[src/hdl/pbwg_regs.svh]
// Purpose: named constants of the peripheral bus wait generator
// Assumes: included by the design file and the testbench
// Notes:   register selects, fixed wait counts, divider exponents
`ifndef PBWG_REGS_SVH
`define PBWG_REGS_SVH

// register select codes on the access request
`define PBWG_SEL_NONE     4'h0
`define PBWG_SEL_WDT_MODE 4'h1
`define PBWG_SEL_SER0_RX  4'h2
`define PBWG_SEL_SER6_RX  4'h3
`define PBWG_SEL_CNV_MODE 4'h4
`define PBWG_SEL_CNV_CHAN 4'h5
`define PBWG_SEL_PF_MODE  4'h6
`define PBWG_SEL_PF_THR   4'h7
`define PBWG_SEL_CNV_RES  4'h8

// wait counts in cpu clock cycles
`define PBWG_WAIT_NONE    4'h0
`define PBWG_WAIT_ONE     4'h1
`define PBWG_WAIT_WDT     4'h3
`define PBWG_WAIT_SER     4'h1
`define PBWG_CNV_MIN_WR   4'h2
`define PBWG_CNV_MIN_RD   4'h1

// log2 of twice the cpu/macro clock ratio at fcpu = fx
`define PBWG_EXP_FAST     3'h2
`define PBWG_EXP_SLOW     3'h3

`endif

[src/hdl/pbwg_pkg.sv]
// Purpose: types of the peripheral bus wait generator
// Assumes: constants come from pbwg_regs.svh
// Notes:   request carrier and controller states
package pbwg_pkg;

	typedef struct packed {
		logic       write;
		logic [3:0] sel;
	} pbwg_access_type;

	typedef enum logic [1:0] {
		PBWG_IDLE = 2'b01,
		PBWG_WAIT = 2'b10
	} pbwg_state_type;

endpackage : pbwg_pkg

[src/hdl/pbwg_wait_gen.sv]
// Purpose: stalls cpu issue while a peripheral bus access settles
// Assumes: 50 % duty cpu clock, cpu clock = fx / 2^cpu_div_sel_in
// Notes:   the peripheral side raises ack once data has crossed
`include "pbwg_regs.svh"

// Functional notes
// - conflicting access is repeated until peripheral acknowledges valid data after the minimum wait, or the maximum is reached.
// - next instruction held off exactly as many cycles as waits inserted.
// - watchdog mode register write inserts exactly three waits while the main clock runs.
// - either serial receive status read inserts exactly one wait while the main clock runs.
// - converter control writes wait 2..5 when speed bit set, else 2..9.
// - maximum wait is two macro periods in cpu periods plus one.
// - macro clock is fx/2 with speed bit set, fx/4 otherwise.
// - a computed converter maximum of one inserts no wait at all.
// - every wait count is measured in cpu clock cycles.
module pbwg_wait_gen (
	input  wire logic                     clk_in,
	input  wire logic                     rst_n_in,
	input  wire logic                     ce_in,
	input  wire logic                     acc_valid_in,
	input  wire pbwg_pkg::pbwg_access_type acc_in,
	input  wire logic                     converter_speed_bit_in,
	input  wire logic [2:0]               cpu_div_sel_in,
	input  wire logic                     main_clock_stop_ctrl_in,
	input  wire logic                     periph_ack_in,
	output logic                          stall_out,
	output logic                          done_out,
	output logic [3:0]                    wait_count_out,
	output logic                          misuse_out
);

	pbwg_pkg::pbwg_state_type state_q;
	logic [3:0] cnt_q;
	logic [3:0] min_q;
	logic [3:0] max_q;
	logic [2:0] ack_sync_q;
	logic       ack_q;
	logic [3:0] stall_run_q;

	// request decode
	wire       is_wdt  = acc_in.write && acc_in.sel == `PBWG_SEL_WDT_MODE;
	wire       is_ser  = !acc_in.write &&
	                     (acc_in.sel == `PBWG_SEL_SER0_RX ||
	                      acc_in.sel == `PBWG_SEL_SER6_RX);
	wire       is_cwr  = acc_in.write &&
	                     acc_in.sel >= `PBWG_SEL_CNV_MODE &&
	                     acc_in.sel <= `PBWG_SEL_PF_THR;
	wire       is_crd  = !acc_in.write && acc_in.sel == `PBWG_SEL_CNV_RES;

	// macro clock is fx/2 or fx/4, so 2*fcpu/converter_macro_freq = 2^(exp - div)
	wire [2:0] cnv_exp = converter_speed_bit_in ?
	                     `PBWG_EXP_FAST : `PBWG_EXP_SLOW;
	wire       in_rng  = cpu_div_sel_in <= cnv_exp;
	wire [2:0] shift   = cnv_exp - cpu_div_sel_in;
	wire [3:0] pow     = `PBWG_WAIT_ONE << shift;
	// fractions are 1/2 cycle or less, never above the low width: dropped
	wire [3:0] cnv_max = in_rng ? pow + `PBWG_WAIT_ONE :
	                     `PBWG_WAIT_ONE;
	wire       cnv_gen = cnv_max != `PBWG_WAIT_ONE;

	wire [3:0] req_max = is_wdt ? `PBWG_WAIT_WDT :
	                     is_ser ? `PBWG_WAIT_SER :
	                     ((is_cwr || is_crd) && cnv_gen) ? cnv_max :
	                     `PBWG_WAIT_NONE;
	wire [3:0] req_min = is_wdt ? `PBWG_WAIT_WDT :
	                     is_ser ? `PBWG_WAIT_SER :
	                     is_cwr ? `PBWG_CNV_MIN_WR :
	                     `PBWG_CNV_MIN_RD;
	wire       wait_req = req_max != `PBWG_WAIT_NONE;

	wire       idle    = state_q == pbwg_pkg::PBWG_IDLE;
	wire       accept  = ce_in && idle && acc_valid_in;
	// with the main clock stopped no crossing would ever finish
	wire       bad_acc = accept && wait_req && main_clock_stop_ctrl_in;
	wire       go_wait = accept && wait_req && !main_clock_stop_ctrl_in;
	wire       finish  = cnt_q == max_q ||
	                     (cnt_q >= min_q && ack_q);
	wire       leave   = ce_in && !idle && finish;

	// ack from the slow bus: accept a change once stages 2 and 3 agree
	always_ff @(posedge clk_in or negedge rst_n_in)
	begin
		if (!rst_n_in)
		begin
			ack_sync_q <= 3'h0;
			ack_q      <= 1'b0;
		end
		else if (ce_in)
		begin
			ack_sync_q <= {ack_sync_q[1:0], periph_ack_in};
			if (ack_sync_q[1] == ack_sync_q[2])
				ack_q <= ack_sync_q[2];
		end
	end

	always_ff @(posedge clk_in or negedge rst_n_in)
	begin
		if (!rst_n_in)
		begin
			state_q <= pbwg_pkg::PBWG_IDLE;
			cnt_q   <= `PBWG_WAIT_NONE;
			min_q   <= `PBWG_WAIT_NONE;
			max_q   <= `PBWG_WAIT_NONE;
		end
		else if (ce_in)
		begin
			case (state_q)
				pbwg_pkg::PBWG_IDLE:
				begin
					if (go_wait)
					begin
						state_q <= pbwg_pkg::PBWG_WAIT;
						cnt_q   <= `PBWG_WAIT_ONE;
						min_q   <= req_min;
						max_q   <= req_max;
					end
				end
				pbwg_pkg::PBWG_WAIT:
				begin
					if (finish)
						state_q <= pbwg_pkg::PBWG_IDLE;
					else
						cnt_q <= cnt_q + `PBWG_WAIT_ONE;
				end
				default:
					state_q <= pbwg_pkg::PBWG_IDLE;
			endcase
		end
	end

	always_ff @(posedge clk_in or negedge rst_n_in)
	begin
		if (!rst_n_in)
		begin
			stall_out      <= 1'b0;
			done_out       <= 1'b0;
			wait_count_out <= `PBWG_WAIT_NONE;
			misuse_out     <= 1'b0;
		end
		else if (ce_in)
		begin
			stall_out <= go_wait || (!idle && !finish);
			done_out  <= (accept && !go_wait) || leave;
			if (accept && !go_wait)
				wait_count_out <= `PBWG_WAIT_NONE;
			else if (leave)
				wait_count_out <= cnt_q;
			if (bad_acc)
				misuse_out <= 1'b1;
		end
	end

	// helper: length of the current stall run
	always_ff @(posedge clk_in or negedge rst_n_in)
	begin
		if (!rst_n_in)
			stall_run_q <= 4'h0;
		else if (ce_in)
			stall_run_q <= stall_out ? stall_run_q + 4'h1 : 4'h0;
	end
endmodule : pbwg_wait_gen

[config.mk]
export PLATFORM = sky130hd
export DESIGN_NAME = pbwg_wait_gen
export DESIGN_NICKNAME = d
export VERILOG_FILES = /design/src/hdl/pbwg_pkg.sv /design/src/hdl/pbwg_wait_gen.sv
export VERILOG_INCLUDE_DIRS = /design/src /design/src/hdl
export SDC_FILE = /design/constraint.sdc
export NUM_CORES = 1
export LEC_CHECK = 0
export BUFFER_PORTS_ARGS = -buffer_cell sky130_fd_sc_hd__clkbuf_2
export CORE_MARGIN = 4
export CORE_UTILIZATION = 61
export DETAILED_ROUTE_END_ITERATION = 8
export GPL_TIMING_DRIVEN = 1
export PLACE_DENSITY_LB_ADDON = 0.15
export SETUP_SLACK_MARGIN = 0.4
export SLEW_MARGIN = 20
export SYNTH_ARGS = -nofsm -noshare
export SYNTH_HDL_FRONTEND = slang
export SYNTH_SLANG_ARGS = --single-unit
[constraint.sdc]
create_clock -name clk_in -period 3.15 [get_ports clk_in]
set_input_delay 0.315 -clock clk_in [delete_from_list [all_inputs] [get_ports clk_in]]
set_output_delay 0.315 -clock clk_in [all_outputs]
set_load 0.05 [all_outputs]
=== After elaboration in Yosys (flattened, before gate mapping) ===
Index checks and enable logic that the tools add are counted.

* $lt $le $gt $ge: 4
* Equal/unequal tests: 12
* Reduce and logical (&&, ||, !) cells: 35
* Multiplexer cells: 16
* Add/subtract/negate cells: 3
* Shift-type cells: 1

{| class="wikitable"
|+ Operator list
! cell !! number
|-
| $mux 4 || 8
|-
| $logic_and 1x1->1 || 16
|-
| $mux 2 || 5
|-
| $add 4x1->4 const B || 2
|-
| $eq 4x2->1 const B || 2
|-
| $pmux 4 s2 || 1
|-
| $reduce_and 2->1 || 3
|-
| $reduce_and 3->1 || 2
|-
| $logic_not 1->1 || 5
|-
| $logic_or 1x1->1 || 5
|-
| $eq 4x1->1 const B || 1
|-
| $eq 4x4->1 || 1
|-
| $eq 4x4->1 const B || 1
|-
| $ge 4x3->1 const B || 1
|-
| $ge 4x4->1 || 1
|-
| $le 4x3->1 const B || 1
|-
| $ne 2x2->1 const B || 2
|-
| $ne 4x1->1 const B || 1
|-
| $pmux 2 s2 || 1
|-
| $reduce_and 4->1 || 1
|-
| $reduce_bool 2->1 || 2
|-
| $reduce_bool 4->1 || 1
|-
| $shl 1x3->4 const A || 1
|-
| $le 3x2->1 || 1
|-
| 6 further kinds || 6
|}

* Output and inout port bits: 7
* Word-level logic and storage cells: 81
* Bits in registers: 25
* Input port bits: 15

=== Longest topological paths before layout ===
* Depth in word-level cells: 17
* Depth in mapped cells: 12
* Mapped depth without buffers: 12

=== Worst setup path after synthesis ===
OpenSTA, ideal clock, no wires.

* Path type: input-to-reg
* Start point: input converter_speed_bit_in
* End point: register misuse_out
* Data arrival time: 2,335 ps
* Data required time: 3,030 ps
* Path buffers: 0
* Setup slack: 696 ps
* Library setup time: 120 ps
* Cell stages on the path: 11
* Path through: ha_1 -> xor2_1 -> nor3b_1 -> a21oi_1 -> nor2_1 -> ha_1 -> nand2b_1 -> o211ai_1 -> o211ai_4 -> or2_4 -> a31o_1

* Word-level cells in the longest chain between the ends: 14
* Elaborated cells on any way between the ends: 15
* Classes of those cells: add/sub: 2; order compare: 1; eq/ne: 1; shift: 1; mux: 5; reduce/logical: 5

{| class="wikitable"
|+ RTL lines
! what !! line !! source
|-
| start: declaration || pbwg_wait_gen.sv:22 || <nowiki>input wire logic converter_speed_bit_in,</nowiki>
|-
| $mux 1 (no line) * || n/a ||
|-
| $sub 2x3->3 || pbwg_wait_gen.sv:54 || <nowiki>wire [2:0] shift = cnv_exp - cpu_div_sel_in;</nowiki>
|-
| $shl 1x3->4 (no line) || n/a ||
|-
| $add 4x1->4 (no line) || n/a ||
|-
| $mux 4 (no line) * || n/a ||
|-
| $ne 4x1->1 (no line) || n/a ||
|-
| $logic_and 1x1->1 || pbwg_wait_gen.sv:63 || <nowiki>((is_cwr || is_crd) && cnv_gen) ? cnv_max :</nowiki>
|-
| $mux 4 (no line) * (3 in a row) || n/a ||
|-
| $reduce_bool 4->1 (no line) * || n/a ||
|-
| $logic_and 1x1->1 * (2 in a row) || pbwg_wait_gen.sv:74 || <nowiki>wire bad_acc = accept && wait_req && main_clock_stop_ctrl_in;</nowiki>
|-
| $reduce_and 2->1 (no line) * || n/a ||
|-
| end signal: assignment || pbwg_wait_gen.sv:138 || <nowiki>misuse_out <= 1'b0;</nowiki>
|-
| end signal: assignment || pbwg_wait_gen.sv:149 || <nowiki>misuse_out <= 1'b1;</nowiki>
|-
| end: declaration || pbwg_wait_gen.sv:29 || <nowiki>output logic misuse_out</nowiki>
|}

Mark *: on every way between the ends. The rest lies on a longest branch, timed or not.
A chain may end at the register's enable or synchronous reset.

=== Worst setup path in the final report ===
* Start point: register cnt_q[0]
* End point: register cnt_q[1]

* Word-level cells in the longest chain between the ends: 5
* Elaborated cells on any way between the ends: 9
* Classes of those cells: add/sub: 1; order compare: 1; eq/ne: 2; mux: 2; reduce/logical: 3

{| class="wikitable"
|+ RTL lines
! what !! line !! source
|-
| start: declaration || pbwg_wait_gen.sv:33 || <nowiki>logic [3:0] cnt_q;</nowiki>
|-
| start signal: assignment || pbwg_wait_gen.sv:101 || <nowiki>cnt_q <= `PBWG_WAIT_NONE;</nowiki>
|-
| start signal: assignment || pbwg_wait_gen.sv:113 || <nowiki>cnt_q <= `PBWG_WAIT_ONE;</nowiki>
|-
| start signal: assignment || pbwg_wait_gen.sv:123 || <nowiki>cnt_q <= cnt_q + `PBWG_WAIT_ONE;</nowiki>
|-
| $ge 4x4->1 || pbwg_wait_gen.sv:77 || <nowiki>(cnt_q >= min_q && ack_q);</nowiki>
|-
| $logic_and 1x1->1 || pbwg_wait_gen.sv:77 ||
|-
| $logic_or 1x1->1 || pbwg_wait_gen.sv:76 || <nowiki>wire finish = cnt_q == max_q ||</nowiki>
|-
| $ne 2x2->1 (no line) || n/a ||
|-
| $reduce_and 4->1 (no line) || n/a ||
|}

Parallel ways exist; a longest one is shown, timed or not. The select of a mux whose other input is x is not followed.

==> metrics.md <==
| Metric | Value |
|---|---|
| Peak VDD IR | 0.000351 V |
| Max-Cap Viols | 0 |
| Outcome | complete, no violations |
| Setup_tns | 0 ns |
| Simple-gate share of the synthesized area | 0.221 |
| Clk pin slew, worst setup/hold paths | ~0.13 ns |
| Clock Path Buffers | 2 |
| R2r endpoint | cnt_q[1] |
| DRT iter0 DRCs | between 50 and 60 |
| IO buf count | 21 |
| Die Wd | 58.3 um |
| DR vias/cell | approximately 6.3 |
| Most common library cell in the layout ignoring fill and taps | dfrtp_1 |
| Sequential Area | approximately 580 um^2 |
| Worst skew pair latency | between 0.3 and 0.4 ns |
| CTS H-tree lvls | 1 |
| Starting Density | 0.671 |
| Startpoint types | flop |
| Post-synthesis cell type count | 49 |
| Antenna diode count | 0 |
| Rel. slew slack | 0.621 |
| Comb pwr share | 0.352 |
| Worst Hold Slack | between 0.2 and 0.25 ns |
| Total CTS buffers | 3 |
| Detailed placement HPWL | between 2000 and 3000 um |
| Sequential-to-total area share from yosys stat | 0.374 |
| Synth Area in XOR/XNOR | 0.0511 |
| Die H | around 58 um |
| Unrepaired setup endpoints after global routing | no |
| Root Buffer | clkbuf_4 |
| IO Pins | 22 |
| PwrDens | 469 mW/mm^2 |
| Syn Area/Cell | around 9.3 um^2 |
| Mux contribution to synthesized area | 0.0406 |
| Finish-stage setup viols | 0 |
| Final Skew | about 0.0047 ns |
| Synth async-reset ratio | 1.00 |
| Worst Path Arrival | 2.77 ns |
| Tightest Pin Transition | approximately 0.57 ns |
| CTS tree | done |
| Final Hold Fails | 0 |
| Int Pwr | ~480 uW |
| First-pass GRT wire length | around 5800 um |
| Initial antenna violation count | 0 |
| Reg power frac | 0.467 |
| First-pass iteration count of the detailed router | 5 |
| Layout Nets | 210 |
| Setup Crit Path Kind | reg2reg |
| Clock share of power | 0.182 |
| Post-CTS Setup Bufs | 0 |
| Max Freq | about 0.4 GHz |
| Crit end category | flop |
| Largest net degree at the start of global routing | 24 |
| All-Layer GR Usage | 0.221 |
| Row Count | 17 |
| Routed wire per std cell | 15.7 um |
| Main combinational cell family by area after synthesis | compound AO/OA/AOI/OAI gates |
| Post-synth EDFFs | 0 |
| Placer Congestion | just over 0.8 |
| Setup ws final | 0.600 ns |
| Synth Register Bits | 23 |
| Worst R2R Start | cnt_q[0] |
| Net Sw Power | just over 300 uW |
| Multi-input gate area | roughly 900 um^2 |
| Hold/Removal Path Class | in2reg |
| Remaining global-route overflow | 0 |
| Vias in the first global route | around 1300 |
| Critical Path RT | about 3.4 ns |
| Fill cell total of the finished layout | 176 |
| Warnings from Yosys | 0 |
| Post-place setup slack | ~0.28 ns |
| Synth Cell Area | roughly 0.0015 mm^2 |
| Most frequent cells in the layout | dfrtp_1 (22), clkbuf_2 (21), nand2_1 (20), nor2_1 (11), a21oi_1 (11) |
| WL final | 3390 um |
| Mapped Cells | roughly 170 |
| Layout cells sized above 1 | 0.191 |
| Via count | roughly 1400 |
| Remaining DRCs | 0 |
| Syn_nets | 187 |
| Complex-gate fraction of the synthesized area | 0.228 |
| Core area | 0.00230 mm^2 |
| Leakage | 0.822 nW |
| CP endpoint | cnt_q[1] |
| Part of the cycle the worst path needs | 0.809 |
| Clk sinks | 23 |
| Adder-cell share of the synthesized area | 0.0487 |
| Number of routed nets with antenna violations | 0 |
| Die area | about 0.0034 mm^2 |
| Synth Flop Type | dfrtp_1 |
| Hold_sp | periph_ack_in |
| FF-to-FF path depth | 8 |
| Max FO, Critical Path | 7 |
| Crit path from | cnt_q[0] |
| Area Overhead vs Synth | 9.98% |
| Final core utilization | 0.738 |
| Reg-to-reg slack, setup | 0.60 ns |
| Tmin final | 2.55 ns |
| Max-slew violation count | 0 |
| Net Sw Frac | 0.391 |
| WHS Path Cells | 2 |
power groups by stage:
| stage | combinational (mW) | sequential, mW | clock, mW |
|---|---|---|---|
| after CTS | 0.279 | 0.371 | 0.149 |
| after floorplan | 0.157 | 0.419 | 0 |
| after global placement | 0.260 | 0.374 | 0 |
| final | 0.280 | 0.371 | 0.144 |
| after detailed placement | 0.277 | 0.376 | 0 |
| after global routing | 0.307 | 0.377 | 0.162 |
worst min path at each step:
stage               endpoint  slack (ns)
6_report       ack_sync_q[0]        0.22
5_1_grt        ack_sync_q[0]        0.20
4_1_cts        ack_sync_q[0]        0.21
3_5_place_dp   ack_sync_q[1]        0.33
3_3_place_gp   ack_sync_q[0]        0.32
2_1_floorplan          ack_q        0.02
layout make-up:
| type | instances | share of cell area |
|---|---|---|
| Inverter | 8 | 0.0177 |
| Sequential cell | 23 | 0.340 |
| Clock inverter | 1 | 0.00443 |
| Timing Repair Buffer | 22 | 0.0679 |
| Tap cell | 28 | 0.0207 |
| Multi-Input combinational cell | 131 | 0.536 |
| Clock buffer | 3 | 0.0133 |
synthesized netlist by cell type (all sizes together) (2+ instances only):
master	n	area (um^2)
mux2i	4	40.0
clkbuf	2	7.51
nand3	6	30.0
nand2	20	75.1
a21oi	12	71.3
nor4	3	18.8
a32oi	4	35.0
a211o	2	17.5
nor2b	2	12.5
o21ai	8	51.3
ha	6	75.1
mux2	2	22.5
a31oi	3	18.8
nand2b	7	43.8
xor2	7	61.3
a21o	4	30.0
nor3	2	10.0
nor2	11	41.3
inv	8	30.0
and4	2	17.5
xnor2	2	17.5
buf	2	18.8
o211ai	3	36.3
o22ai	2	12.5
nand3b	2	15.0
dfrtp	22	551
what timing repair did:
item                                   CTS  global route
setup endpoints to repair                0             0
resized for setup                        0             0
endpoints found under the hold margin   22             0
hold buffers                             1             0
stage by stage:
step                power (mW)  std cells  area, um^2
finish                   0.795        216        1700
CTS                      0.799        216        1700
global placement         0.635        211        1660
detailed placement       0.653        211        1660
global route             0.846        216        1700
floorplan                0.575        166        1540
worst max-delay path, cell delays in order, from the launching register on:
cell and delay (ns):
dfrtp_1 0.44, inv_1 0.12, ha_1 0.29, nand2b_1 0.15
a2111o_1 0.46, a21oi_1 0.44, nand3_1 0.24, mux2i_1 0.20
o21ai_1 0.09
layer usage:
metal / share of wire / track usage / vias to the layer above
met1: 0.41 / 0.265 / 664
met5: 0 / 0 / -
met4: 0.012 / 0.0861 / 0
met3: 0.051 / 0.0356 / 5
li1: - / - / 654
met2: 0.52 / 0.391 / 48
state kept, by name, indices dropped and copies added, names as in the netlist:
name            flops
stall_out           1
ack_sync_q          3
misuse_out          1
cnt_q               4
min_q               2
done_out            1
max_q               4
ack_q               1
wait_count_out      4
state_q             2
kinds of logic after synthesis:
logic type / Yosys count
simple gates: 64
compound gates: 46
flops: 23
buf+inv: 12
xor+xnor: 9
mux: 6
fa+ha+maj: 6
No activity file was read; power rests on OpenSTA's default activity.
